[config.mk]
export PLATFORM = sky130hd
export DESIGN_NAME = bfft_top
export DESIGN_NICKNAME = d
export VERILOG_FILES = /design/src/bfft_pkg.sv /design/src/bfft_port_sync.sv /design/src/bfft_top.sv
export SDC_FILE = /design/constraint.sdc
export NUM_CORES = 1
export LEC_CHECK = 0
export ABC_CLOCK_PERIOD_IN_PS = 5600
export BUFFER_PORTS_ARGS = -buffer_cell sky130_fd_sc_hd__clkbuf_2
export CAP_MARGIN = 5
export CORE_AREA = 2 2 189 117
export CTS_CLUSTER_SIZE = 30
export DETAILED_ROUTE_END_ITERATION = 8
export DIE_AREA = 0 0 191 119
export PLACE_DENSITY_LB_ADDON = 0.1
export SETUP_SLACK_MARGIN = 0.3
export SYNTH_ARGS = -nofsm -noshare
export SYNTH_HDL_FRONTEND = slang
export SYNTH_SLANG_ARGS = --single-unit
export TNS_END_PERCENT = 50
[constraint.sdc]
create_clock -name clk_i -period 5.6 [get_ports clk_i]
set_input_delay 0.56 -clock clk_i [delete_from_list [all_inputs] [get_ports clk_i]]
set_output_delay 0.56 -clock clk_i [all_outputs]
set_load 0.005 [all_outputs]
[src/bfft_pkg.sv]
// Constants and types shared by the bidirectional buffer flag block.
// Behaviour
// - Port-B empty rises one port-B cycle after a queue 1 write, else two.
// - At word or byte width, port-B empty falls on the last part read.
// - Port-A empty rises one port-A cycle after a queue 2 write, else two.
// - At word or byte width, queue 2 writes count from the last part.
// - Port-A full rises one port-A cycle after a queue 1 read, else two.
// - At word or byte width, queue 1 reads count from the first part.
// - Port-B full rises one port-B cycle after a queue 2 read, else two.
// - At word or byte width, port-B full falls on the last part write.
// - Port-B almost-empty rises a cycle after passing threshold, else two.
// - Word or byte width: port-B almost-empty falls on first part read.
// - Port-A almost-empty rises a cycle after passing threshold, else two.
// - Port-A almost-empty timing counts from the last part port B writes.
// - Port-A almost-full rises a cycle after leaving threshold, else two.
// - Port-A almost-full timing counts from the first part read on port B.
// - Port-B almost-full rises a cycle after leaving threshold, else two.
// - Word or byte width: port-B almost-full falls on last part write.
// - Both width selects high on a port-B read output the mailbox.
`default_nettype none

package bfft_pkg;

    // ========================================================================
    // Sizes and levels
    localparam int unsigned DATA_W     = 36;
    localparam int unsigned CNT_W      = 7;
    localparam int unsigned NFLAG      = 8;
    localparam logic [6:0] DEPTH_CNT  = 7'h40;  // 64 long words per queue.
    localparam logic [6:0] AE_OFFSET  = 7'h08;  // Almost-empty offset.
    localparam logic [6:0] AF_LEVEL   = 7'h38;  // Depth minus the offset.

    // ========================================================================
    // Flag positions and reset pattern
    // E empty, F full, L almost empty, H almost full.
    localparam int unsigned F_A_E = 0;
    localparam int unsigned F_A_F = 1;
    localparam int unsigned F_A_L = 2;
    localparam int unsigned F_A_H = 3;
    localparam int unsigned F_B_E = 4;
    localparam int unsigned F_B_F = 5;
    localparam int unsigned F_B_L = 6;
    localparam int unsigned F_B_H = 7;
    localparam int unsigned F_A_LAST = 3;       // Flags 0..3 follow port A.
    localparam logic [7:0] FLAG_RST = 8'haa;   // Empty low, full high.

    // ========================================================================
    // Port-B width select codes, {hi, lo}, and last part index
    localparam logic [1:0] SIZ_LONG  = 2'h0;
    localparam logic [1:0] SIZ_BYTE  = 2'h1;
    localparam logic [1:0] SIZ_WORD  = 2'h2;
    localparam logic [1:0] SIZ_MAIL  = 2'h3;
    localparam logic [1:0] LAST_LONG = 2'h0;
    localparam logic [1:0] LAST_WORD = 2'h1;
    localparam logic [1:0] LAST_BYTE = 2'h3;
    localparam logic [1:0] PART_RST  = 2'h0;

    typedef enum {
        BFFT_LONG,
        BFFT_WORD,
        BFFT_BYTE,
        BFFT_MAIL
    } bfft_width_e;

    // Port A pin bundle, port clock in bit 0.
    typedef struct packed {
        logic [35:0] data;
        logic        mailbox_select;
        logic        write_read;
        logic        chip_select_n;
        logic        clock;
    } bfft_port_a_s;

    // Port B pin bundle, port clock in bit 0.
    typedef struct packed {
        logic width_select_hi;
        logic width_select_lo;
        logic mailbox_select;
        logic write_read;
        logic chip_select_n;
        logic clock;
    } bfft_port_b_s;

endpackage

`default_nettype wire

[src/bfft_port_sync.sv]
// Three-stage pin synchroniser with agreement filter and clock rise pulse.
`default_nettype none

module bfft_port_sync #(
    parameter int unsigned W = 1
) (
    input  wire logic         clk_i,   // System clock.
    input  wire logic         nrst_i,  // Asynchronous reset, active low.
    input  wire logic [W-1:0] async_i, // Pin levels; bit 0 is the port clock.
    output logic      [W-1:0] val_o,   // Accepted pin levels.
    output logic              rise_o   // One-cycle pulse per port clock rise.
);

    logic [W-1:0] s1_reg;
    logic [W-1:0] s2_reg;
    logic [W-1:0] s3_reg;
    logic [W-1:0] val_reg;
    logic [W-1:0] val_next;
    logic         rise_reg;
    logic         rise_next;

    // A level is accepted only once the second and third stages agree.
    always_comb begin
        val_next  = (~(s2_reg ^ s3_reg) & s3_reg) |
                    ((s2_reg ^ s3_reg) & val_reg);
        rise_next = val_next[0] & ~val_reg[0];
    end

    // The first stage feeds only the second stage.
    always_ff @(posedge clk_i or negedge nrst_i) begin
        if (!nrst_i) begin
            s1_reg   <= '0;
            s2_reg   <= '0;
            s3_reg   <= '0;
            val_reg  <= '0;
            rise_reg <= 1'b0;
        end else begin
            s1_reg   <= async_i;
            s2_reg   <= s1_reg;
            s3_reg   <= s2_reg;
            val_reg  <= val_next;
            rise_reg <= rise_next;
        end
    end

    assign val_o  = val_reg;
    assign rise_o = rise_reg;

endmodule

`default_nettype wire

[src/bfft_top.sv]
// Queue level tracking and flag timing for the two-queue bidirectional buffer.
`default_nettype none

module bfft_top (
    input  wire logic        clk_i,                      // System clock.
    input  wire logic        nrst_i,                     // Reset, active low.
    input  wire logic        port_a_clock_i,             // Port A clock pin.
    input  wire logic        port_a_chip_select_n_i,     // Port A select, low.
    input  wire logic        port_a_write_read_i,        // High write, low read.
    input  wire logic        port_a_mailbox_select_i,    // Port A mailbox.
    input  wire logic [35:0] port_a_data_i,              // Port A data pins.
    input  wire logic        port_b_clock_i,             // Port B clock pin.
    input  wire logic        port_b_chip_select_n_i,     // Port B select, low.
    input  wire logic        port_b_write_read_i,        // High write, low read.
    input  wire logic        port_b_mailbox_select_i,    // Port B mailbox.
    input  wire logic        port_b_width_select_hi_i,   // Width select high.
    input  wire logic        port_b_width_select_lo_i,   // Width select low.
    input  wire logic [35:0] port_b_queue_data_i,        // Queue 1 read word.
    output logic      [35:0] port_b_data_o,              // Port B read data.
    output logic             port_a_empty_flag_o,        // Queue 2 empty, low.
    output logic             port_a_full_flag_o,         // Queue 1 full, low.
    output logic             port_a_almost_empty_flag_o, // Queue 2, low.
    output logic             port_a_almost_full_flag_o,  // Queue 1, low.
    output logic             port_b_empty_flag_o,        // Queue 1 empty, low.
    output logic             port_b_full_flag_o,         // Queue 2 full, low.
    output logic             port_b_almost_empty_flag_o, // Queue 1, low.
    output logic             port_b_almost_full_flag_o,  // Queue 2, low.
    output logic      [6:0]  queue1_level_o,             // Queue 1 long words.
    output logic      [6:0]  queue2_level_o              // Queue 2 long words.
);

    // ========================================================================
    // Pin synchronisers
    bfft_pkg::bfft_port_a_s a_pin;
    bfft_pkg::bfft_port_a_s a_val;
    bfft_pkg::bfft_port_b_s b_pin;
    bfft_pkg::bfft_port_b_s b_val;
    logic                   a_rise;
    logic                   b_rise;

    // Pins are bundled so the strobes stay aligned with their clock edge.
    assign a_pin = '{data:           port_a_data_i,
                     mailbox_select: port_a_mailbox_select_i,
                     write_read:     port_a_write_read_i,
                     chip_select_n:  port_a_chip_select_n_i,
                     clock:          port_a_clock_i};
    assign b_pin = '{width_select_hi: port_b_width_select_hi_i,
                     width_select_lo: port_b_width_select_lo_i,
                     mailbox_select:  port_b_mailbox_select_i,
                     write_read:      port_b_write_read_i,
                     chip_select_n:   port_b_chip_select_n_i,
                     clock:           port_b_clock_i};

    bfft_port_sync #(
        .W ($bits(bfft_pkg::bfft_port_a_s))
    ) u_sync_a (
        .clk_i   (clk_i),
        .nrst_i  (nrst_i),
        .async_i (a_pin),
        .val_o   (a_val),
        .rise_o  (a_rise)
    );

    bfft_port_sync #(
        .W ($bits(bfft_pkg::bfft_port_b_s))
    ) u_sync_b (
        .clk_i   (clk_i),
        .nrst_i  (nrst_i),
        .async_i (b_pin),
        .val_o   (b_val),
        .rise_o  (b_rise)
    );

    // ========================================================================
    // Access decode
    logic a_q1_wr;
    logic a_q2_rd;
    logic a_mail_wr;
    logic b_rd;
    logic b_wr;

    // Queue strobes are taken only on an accepted port clock rise.
    assign a_q1_wr   = a_rise & ~a_val.chip_select_n & a_val.write_read &
                       ~a_val.mailbox_select;
    assign a_q2_rd   = a_rise & ~a_val.chip_select_n & ~a_val.write_read &
                       ~a_val.mailbox_select;
    assign a_mail_wr = a_rise & ~a_val.chip_select_n & a_val.write_read &
                       a_val.mailbox_select;
    assign b_rd      = b_rise & ~b_val.chip_select_n & ~b_val.write_read &
                       ~b_val.mailbox_select;
    assign b_wr      = b_rise & ~b_val.chip_select_n & b_val.write_read &
                       ~b_val.mailbox_select;

    bfft_pkg::bfft_width_e b_width;
    logic [1:0]            b_last;

    // Width selects pick long, word, byte or the mailbox path.
    always_comb begin
        case ({b_val.width_select_hi, b_val.width_select_lo})
            bfft_pkg::SIZ_LONG: begin
                b_width = bfft_pkg::BFFT_LONG;
                b_last  = bfft_pkg::LAST_LONG;
            end
            bfft_pkg::SIZ_WORD: begin
                b_width = bfft_pkg::BFFT_WORD;
                b_last  = bfft_pkg::LAST_WORD;
            end
            bfft_pkg::SIZ_BYTE: begin
                b_width = bfft_pkg::BFFT_BYTE;
                b_last  = bfft_pkg::LAST_BYTE;
            end
            default: begin
                b_width = bfft_pkg::BFFT_MAIL;
                b_last  = bfft_pkg::LAST_LONG;
            end
        endcase
    end

    // ========================================================================
    // Queue levels and port-B part counters
    logic [6:0] q1_cnt_reg;
    logic [6:0] q1_cnt_next;
    logic [6:0] q2_cnt_reg;
    logic [6:0] q2_cnt_next;
    logic [1:0] rd_part_reg;
    logic [1:0] rd_part_next;
    logic [1:0] wr_part_reg;
    logic [1:0] wr_part_next;
    logic       b_mail_rd;
    logic       q1_wr_ok;
    logic       q1_rd_ok;
    logic       q1_rd_first;
    logic       q1_rd_last;
    logic       q2_wr_ok;
    logic       q2_commit;
    logic       q2_rd_ok;

    assign b_mail_rd   = b_rd & (b_width == bfft_pkg::BFFT_MAIL);
    assign q1_wr_ok    = a_q1_wr & (q1_cnt_reg != bfft_pkg::DEPTH_CNT);
    assign q1_rd_ok    = b_rd & (b_width != bfft_pkg::BFFT_MAIL) &
                         ((rd_part_reg != bfft_pkg::PART_RST) |
                          (q1_cnt_reg != 7'h00));
    assign q1_rd_first = rd_part_reg == bfft_pkg::PART_RST;
    assign q1_rd_last  = rd_part_reg >= b_last;
    assign q2_wr_ok    = b_wr & (b_width != bfft_pkg::BFFT_MAIL) &
                         ((wr_part_reg != bfft_pkg::PART_RST) |
                          (q2_cnt_reg != bfft_pkg::DEPTH_CNT));
    assign q2_commit   = q2_wr_ok & (wr_part_reg >= b_last);
    assign q2_rd_ok    = a_q2_rd & (q2_cnt_reg != 7'h00);

    // Queue 1 frees a word at its first part; queue 2 fills at its last.
    always_comb begin
        q1_cnt_next  = q1_cnt_reg + {6'h00, q1_wr_ok}
                       - {6'h00, q1_rd_ok & q1_rd_first};
        q2_cnt_next  = q2_cnt_reg + {6'h00, q2_commit}
                       - {6'h00, q2_rd_ok};
        rd_part_next = rd_part_reg;
        if (q1_rd_ok) begin
            rd_part_next = q1_rd_last ? bfft_pkg::PART_RST
                                      : rd_part_reg + 2'h1;
        end
        wr_part_next = wr_part_reg;
        if (q2_wr_ok) begin
            wr_part_next = q2_commit ? bfft_pkg::PART_RST
                                     : wr_part_reg + 2'h1;
        end
    end

    // Level and part registers.
    always_ff @(posedge clk_i or negedge nrst_i) begin
        if (!nrst_i) begin
            q1_cnt_reg  <= 7'h00;
            q2_cnt_reg  <= 7'h00;
            rd_part_reg <= bfft_pkg::PART_RST;
            wr_part_reg <= bfft_pkg::PART_RST;
        end else begin
            q1_cnt_reg  <= q1_cnt_next;
            q2_cnt_reg  <= q2_cnt_next;
            rd_part_reg <= rd_part_next;
            wr_part_reg <= wr_part_next;
        end
    end

    // ========================================================================
    // Mailbox and port-B data
    logic [35:0] mail_reg;
    logic [35:0] mail_next;
    logic [35:0] b_data_reg;
    logic [35:0] b_data_next;

    // Mailbox read replaces queue data on the port-B lines.
    always_comb begin
        mail_next   = a_mail_wr ? a_val.data : mail_reg;
        b_data_next = b_data_reg;
        if (b_mail_rd) begin
            b_data_next = mail_reg;
        end else if (q1_rd_ok) begin
            b_data_next = port_b_queue_data_i;
        end
    end

    // Data registers.
    always_ff @(posedge clk_i or negedge nrst_i) begin
        if (!nrst_i) begin
            mail_reg   <= 36'h0;
            b_data_reg <= 36'h0;
        end else begin
            mail_reg   <= mail_next;
            b_data_reg <= b_data_next;
        end
    end

    // ========================================================================
    // Raw flags, high means not empty, not full or not almost
    logic [7:0] raw_flag;

    always_comb begin
        raw_flag[bfft_pkg::F_A_E] = q2_cnt_reg != 7'h00;
        raw_flag[bfft_pkg::F_A_F] = q1_cnt_reg != bfft_pkg::DEPTH_CNT;
        raw_flag[bfft_pkg::F_A_L] = q2_cnt_reg > bfft_pkg::AE_OFFSET;
        raw_flag[bfft_pkg::F_A_H] = q1_cnt_reg < bfft_pkg::AF_LEVEL;
        raw_flag[bfft_pkg::F_B_E] = (q1_cnt_reg != 7'h00) |
                                    (rd_part_reg != bfft_pkg::PART_RST);
        raw_flag[bfft_pkg::F_B_F] = q2_cnt_reg != bfft_pkg::DEPTH_CNT;
        raw_flag[bfft_pkg::F_B_L] = q1_cnt_reg > bfft_pkg::AE_OFFSET;
        raw_flag[bfft_pkg::F_B_H] = q2_cnt_reg < bfft_pkg::AF_LEVEL;
    end

    // ========================================================================
    // Two-stage flag synchronisers on the owning port's clock rise
    logic [7:0] flag_reg;
    logic [7:0] flag_next;
    logic [7:0] stg_reg;
    logic [7:0] stg_next;

    // Port-A flags step on port-A rises, port-B flags on port-B rises.
    for (genvar g = 0; g < bfft_pkg::NFLAG; g++) begin : g_flag
        logic en;
        assign en = (g <= bfft_pkg::F_A_LAST) ? a_rise : b_rise;
        always_comb begin
            stg_next[g]  = en ? raw_flag[g] : stg_reg[g];
            flag_next[g] = en ? stg_reg[g] : flag_reg[g];
        end
        always_ff @(posedge clk_i or negedge nrst_i) begin
            if (!nrst_i) begin
                stg_reg[g]  <= bfft_pkg::FLAG_RST[g];
                flag_reg[g] <= bfft_pkg::FLAG_RST[g];
            end else begin
                stg_reg[g]  <= stg_next[g];
                flag_reg[g] <= flag_next[g];
            end
        end
    end

    // Outputs.
    assign port_a_empty_flag_o        = flag_reg[bfft_pkg::F_A_E];
    assign port_a_full_flag_o         = flag_reg[bfft_pkg::F_A_F];
    assign port_a_almost_empty_flag_o = flag_reg[bfft_pkg::F_A_L];
    assign port_a_almost_full_flag_o  = flag_reg[bfft_pkg::F_A_H];
    assign port_b_empty_flag_o        = flag_reg[bfft_pkg::F_B_E];
    assign port_b_full_flag_o         = flag_reg[bfft_pkg::F_B_F];
    assign port_b_almost_empty_flag_o = flag_reg[bfft_pkg::F_B_L];
    assign port_b_almost_full_flag_o  = flag_reg[bfft_pkg::F_B_H];
    assign port_b_data_o              = b_data_reg;
    assign queue1_level_o             = q1_cnt_reg;
    assign queue2_level_o             = q2_cnt_reg;
endmodule

`default_nettype wire

# Word level (Yosys, flattened, before mapping)
# Cells that the tools add are included.
[word_totals]
ff_bits = 292
latchBits = 0
mem_bits_rw = 0
romBits = 0
inputBits = 84
output_inout_bits = 58
wordCells = 105
mem_count = 0
[op_classes]
add_sub_neg = 6
n_mul = 0
div = 0
n_lt_le_gt_ge = 6
eq_ne = 6
shifts = 0
muxes = 6
n_bitwise = 42
n_reduce_logical = 7
[ops]
columns = ["cell", "n"]
rows = [
  ["40-bit AND", 2],
  ["36-bit two-way mux", 2],
  ["40-bit inverter", 1],
  ["40-bit bitwise OR", 1],
  ["40-bit XOR", 1],
  ["32-bit by 3-bit equality test with 1-bit output (second input constant)", 1],
  ["32-bit by 3-bit != test with 1-bit output (second input constant)", 1],
  ["1-bit AND", 22],
  ["7-bit by 1-bit adder with 7-bit output", 2],
  ["7-bit by 4-bit > comparator with 1-bit output (second input constant)", 2],
  ["7-bit by 6-bit < comparator with 1-bit output (second input constant)", 2],
  ["7-bit != test (second input constant)", 2],
  ["7-bit nonzero test", 2],
  ["7-bit by 1-bit subtractor with 7-bit output", 2],
  ["6-bit AND", 2],
  ["1-bit inverter", 8],
  ["6-bit inverter", 1],
  ["6-bit bitwise OR", 1],
  ["2-bit one-hot mux with 3 select lines", 1],
  ["2-bit nonzero test", 3],
  ["6-bit XOR", 1],
  ["2-bit by 1-bit adder with 2-bit output (second input constant)", 2],
  ["2-bit greater-or-equal comparator", 2],
  ["2-bit logical NOT", 2],
  ["5 further kinds", 7],
]

# Longest topological paths before layout
[depth]
word_depth = 9
depth_mapped = 16
depth_no_buf = 16

# By module
# Synthesis repeated with hierarchy kept, for this count alone.
[hier_totals]
cells_unflattened = 687
area_unflattened_um2 = 10378.7
[by_module_without_submodules]
columns = ["module", "n_inst", "cells_per_inst", "area_per_inst_um2", "seq_area_each_um2"]
rows = [
  ["bfft_top", 1, 453, 5186.2, 2662.6],
  ["bfft_port_sync at u_sync_a", 1, 202, 4489.3, 4028.9],
  ["bfft_port_sync at u_sync_b", 1, 32, 703.2, 625.6],
]

# Worst setup path before layout
# OpenSTA, ideal clock, no wires.
[synth_path]
path_type = "register to register"
from = "reg (tool-made name)"
to = "reg q2_cnt_reg[6] (netlist: queue2_level_o[6])"
setup_time_ns = 0.107
arrival_ns = 3.367
t_required_ns = 5.493
setup_slack_ns = 2.126
path_stages_with_launch = 16
path_buffers = 0
synth_period_minus_slack_ns = 3.474
path_cell_list = "dfrtp_1 -> ha_1 -> inv_1 -> ha_1 -> nand2b_1 -> a21oi_1 -> or2_2 -> ha_1 -> inv_1 -> ha_1 -> inv_1 -> fa_1 -> nand2b_1 -> a221o_1 -> mux2_4 -> a2111oi_4"
[synth_rtl]
columns = ["element", "line_no", "rtl"]
rows = [
  ["end signal, assigned", "bfft_top.sv:178", "q2_cnt_reg <= q2_cnt_next;"],
  ["end, declared", "bfft_top.sv:123", "logic [6:0] q2_cnt_reg;"],
]

==> results by group <==
Final layout
  – Post-Layout Cell Count: approximately 1100
  – Antenna diodes: 0
  – Filler cells: 1748
  – Nets: 966
  – Share of layout cells above drive strength 1: 28.9%
  – P&R area growth vs syn: 17.5%

Drt
  – DR vias/cell: around 5.2
  – Routed len/inst: approximately 17 um
  – Final WL: 19500 um
  – DRC viols: 0
  – Antenna Violating Nets Remaining: 0
  – Drt first pass iters: 4
  – Initial DRC count: 233
  – Via count: 5940

Yosys
  – Seq/Total Area, Yosys: a little under three quarters
  – #FFs+latches synth: 292
  – Mapped Cells: 690
  – Synthesized Nets: approximately 800
  – Post-synth top flop: dfrtp_1
  – Number of synthesized flops with an enable pin: 0
  – Cell with the most instances after synthesis: dfrtp_1
  – Largest family of logic cells by synthesized area: adder cells
  – Simple-Gate Fraction of Synth Area: 2.86%
  – Post-synthesis average cell area: 15.0 um2
  – Ys async rst share: 100%
  – Biggest area consumer among synthesized cells: dfrtp_1
  – Post-Synth Adder-Cell Area: 9.24%
  – Synth unique cells: 38
  – Yosys warning count: 0
  – Area fraction of the dominant cell type after synthesis: 68.8%
  – Synthesized area: 10300 um2
  – Commonest cells in the netlist: dfrtp_1 (284), o22ai_1 (72), a21oi_1 (49), mux2_2 (49), maj3_1 (45)
  – Synth top area cells: dfrtp_1 (69%), mux2_2 (5.3%), ha_1 (4.5%), maj3_1 (4.4%), o22ai_1 (4.4%)
  – Xor and xnor area share after synthesis: 0.679%
  – Compound-Gate Fraction of Synth Area: 8.34%
  – Mux cell area share after synthesis: 5.68%

Global route
  – Gr ovfl total: 0
  – Pin count of the biggest net entering global routing: 109
  – Vias in the first global route: 6261
  – First-pass GRT wire length: around 32000 um
  – Initial antenna violation count: 0
  – GR Util met2: 26.2%
  – Gr usage total: between 15 and 20%
  – Most used routing layer: met1
  – Met3 Use GR: 3.30%
  – Grt met1 use: around 27%

Clocking
  – Clk sinks: 292
  – Hold_buf cts: 0
  – CTS tree: built
  – Setup repair bufs after CTS: 0
  – TritonCTS buffer count: 27
  – CTS Root Cell: clkbuf_16
  – Clk_lat worst skew: 0.53 ns
  – Clock Path Buffers: 3
  – Resized Gates After CTS: 0
  – Max H-tree Level: 1
  – Clock-pin slew on the worst setup and hold paths: 0.06 ns

Setup path
  – Crit start category: flip-flop
  – Cell mode on critical path: ha_1
  – Setup CP Type: flip-flop to flip-flop
  – Critical Path AT: 4.63 ns
  – CP endpoint kind: flip-flop
  – Critical path peak fanout: 37
  – Cells along the critical path: ha_1 > inv_2 > nand4_1 > or2_2 > ha_1 > inv_1 > ha_1 > inv_1 > fa_1 > nand2b_1 > a221o_1 > mux2_4 > a2111oi_4
  – Required time of the critical path: 6.02 ns
  – CP max stage cell: inv_2
  – Worst Reg-to-Reg Cells: 13
  – Critical Path Max Stage Delay: slightly above 0.6 ns

Die
  – Die footprint: 22700 um2
  – Initial core utilization: between 40% and 50%
  – Die X: approximately 190 um
  – Die extent in y: approximately 120 um
  – FP Rows: 42
  – Ports: ~140
  – Core Region: roughly 21000 um2

Timing
  – Slew Limit Fails: 0
  – Final Cycle Share: around 75%
  – Setup Skew: ~0.012 ns
  – Setup tns final: 0 ns
  – Unrepaired setup endpoints after global routing: false
  – Fmax: between 200 and 250 MHz
  – Setup-failing EPs final: 0
  – Count of final hold-check violations: 0
  – Min cycle time layout: 4.21 ns
  – Slew headroom: a little over two fifths
  – Worst Tran Pin Value: about 0.86 ns

Outcome
  – Status: finished clean

Pwr
  – PwrDens: 480 nW/um2
  – Leak: 5.54 nW
  – Peak supply drop: ~0.27 mV

Place
  – Placed cells: 1100
  – PortBufs: roughly 140
  – GPL Wtd Cong: approximately 0.82
  – Dpl hpwl: about 13000 um

Flow run
  – Maxcap violations: 0

Hold path
  – Worst Hold Class: input port to async pin
==> routing by layer <==
metal	vias up	part of all wire, %	wire length [um]
li1	2755	-	-
met5	-	0	0
met4	0	2.1	409
met2	127	43	8430
met1	3025	50	9790
met3	33	4.6	891
==> cell type report <==
class | instances | area (um2) | share of cell area (%)
Sequential cell | 292 | 7320 | 60.3
Tap cell | 286 | 358 | 2.95
Clock inverter | 7 | 38.8 | 0.320
Clock buffer | 40 | 744 | 6.14
Multi-Input combinational cell | 340 | 2780 | 22.9
Timing Repair Buffer | 147 | 761 | 6.27
Inverter | 35 | 131 | 1.08
==> stage by stage <==
stage	util [%]	cell area, um2	power (mW)	setup WS [ns]	hold WS [ns]
floorplan	-	10300	3.67	2.13	0.264
global placement	53.3	11300	4.14	1.54	0.333
detailed placement	53.3	11300	4.22	1.42	0.335
CTS	57.0	12100	5.90	1.39	0.103
global route	57.0	12100	6.19	1.18	0.109
finish	57.0	12100	5.82	1.39	0.0824
==> path summary, 6_finish.rpt <==
path,from,endpoint,slack (ns)
min in group clk_i,port_a_data_i[25],u_sync_a.s1_reg[29],0.13
min,nrst_i,u_sync_a.s1_reg[35],0.08
max,flip-flop,queue2_level_o[6],1.39
min reg2reg,u_sync_a.s1_reg[23],u_sync_a.s2_reg[23],0.35
max in group asynchronous,nrst_i,async pin,4.14
max reg2reg,flip-flop,queue2_level_o[6],1.39
==> cell families (layout without fill, tap and decap cells) <==
kind of cell / count (synthesis) / after routing
XOR/XNOR: 8 / 8
buffers and inverters: 58 / 229
AND/OR/NAND/NOR: 55 / 55
AO/OA/AOI/OAI: 141 / 141
multiplexers: 52 / 52
adder cells (fa/ha/maj): 84 / 84
flip-flops: 292 / 292
==> power by group <==
| part | total [mW] | switching, mW | internal (mW) | leakage, nW |
|---|---|---|---|---|
| clock | 1.64 | 0.727 | 0.916 | 0.388 |
| sequential | 2.82 | 0.293 | 2.53 | 3.40 |
| combinational | 1.36 | 0.677 | 0.683 | 1.75 |
| total | 5.82 | 1.70 | 4.13 | 5.54 |
==> cell usage in the layout (no fill, tap or decap), types with 2 or more instances in the layout <==
cell,instances
nand2_2,2
nand4_1,2
inv_1,34
nand2_1,11
clkinv_2,6
dfstp_2,8
dfrtp_1,284
nor3b_1,8
o21ai_0,4
a221o_1,2
buf_4,6
ha_1,37
clkbuf_8,2
a21oi_1,49
maj3_1,45
nor2_1,18
a211oi_1,2
mux2_2,49
mux2i_1,2
fa_1,2
xor2_1,4
nand2b_1,6
o31ai_1,4
clkbuf_1,11
clkbuf_16,27
a21o_1,2
a31oi_1,3
clkbuf_2,140
xnor2_1,4
o22ai_1,72
nor2b_1,2
==> worst max-delay path: cells and delay by family (launching register included) <==
kind | cells | cell delay, ns
simple gates | 3 | 0.88
compound gates | 2 | 0.62
fa+ha+maj | 4 | 1.15
buf+inv | 3 | 0.73
flops | 1 | 0.41
mux | 1 | 0.32
Note: power is estimated with default switching activity, not from simulation.
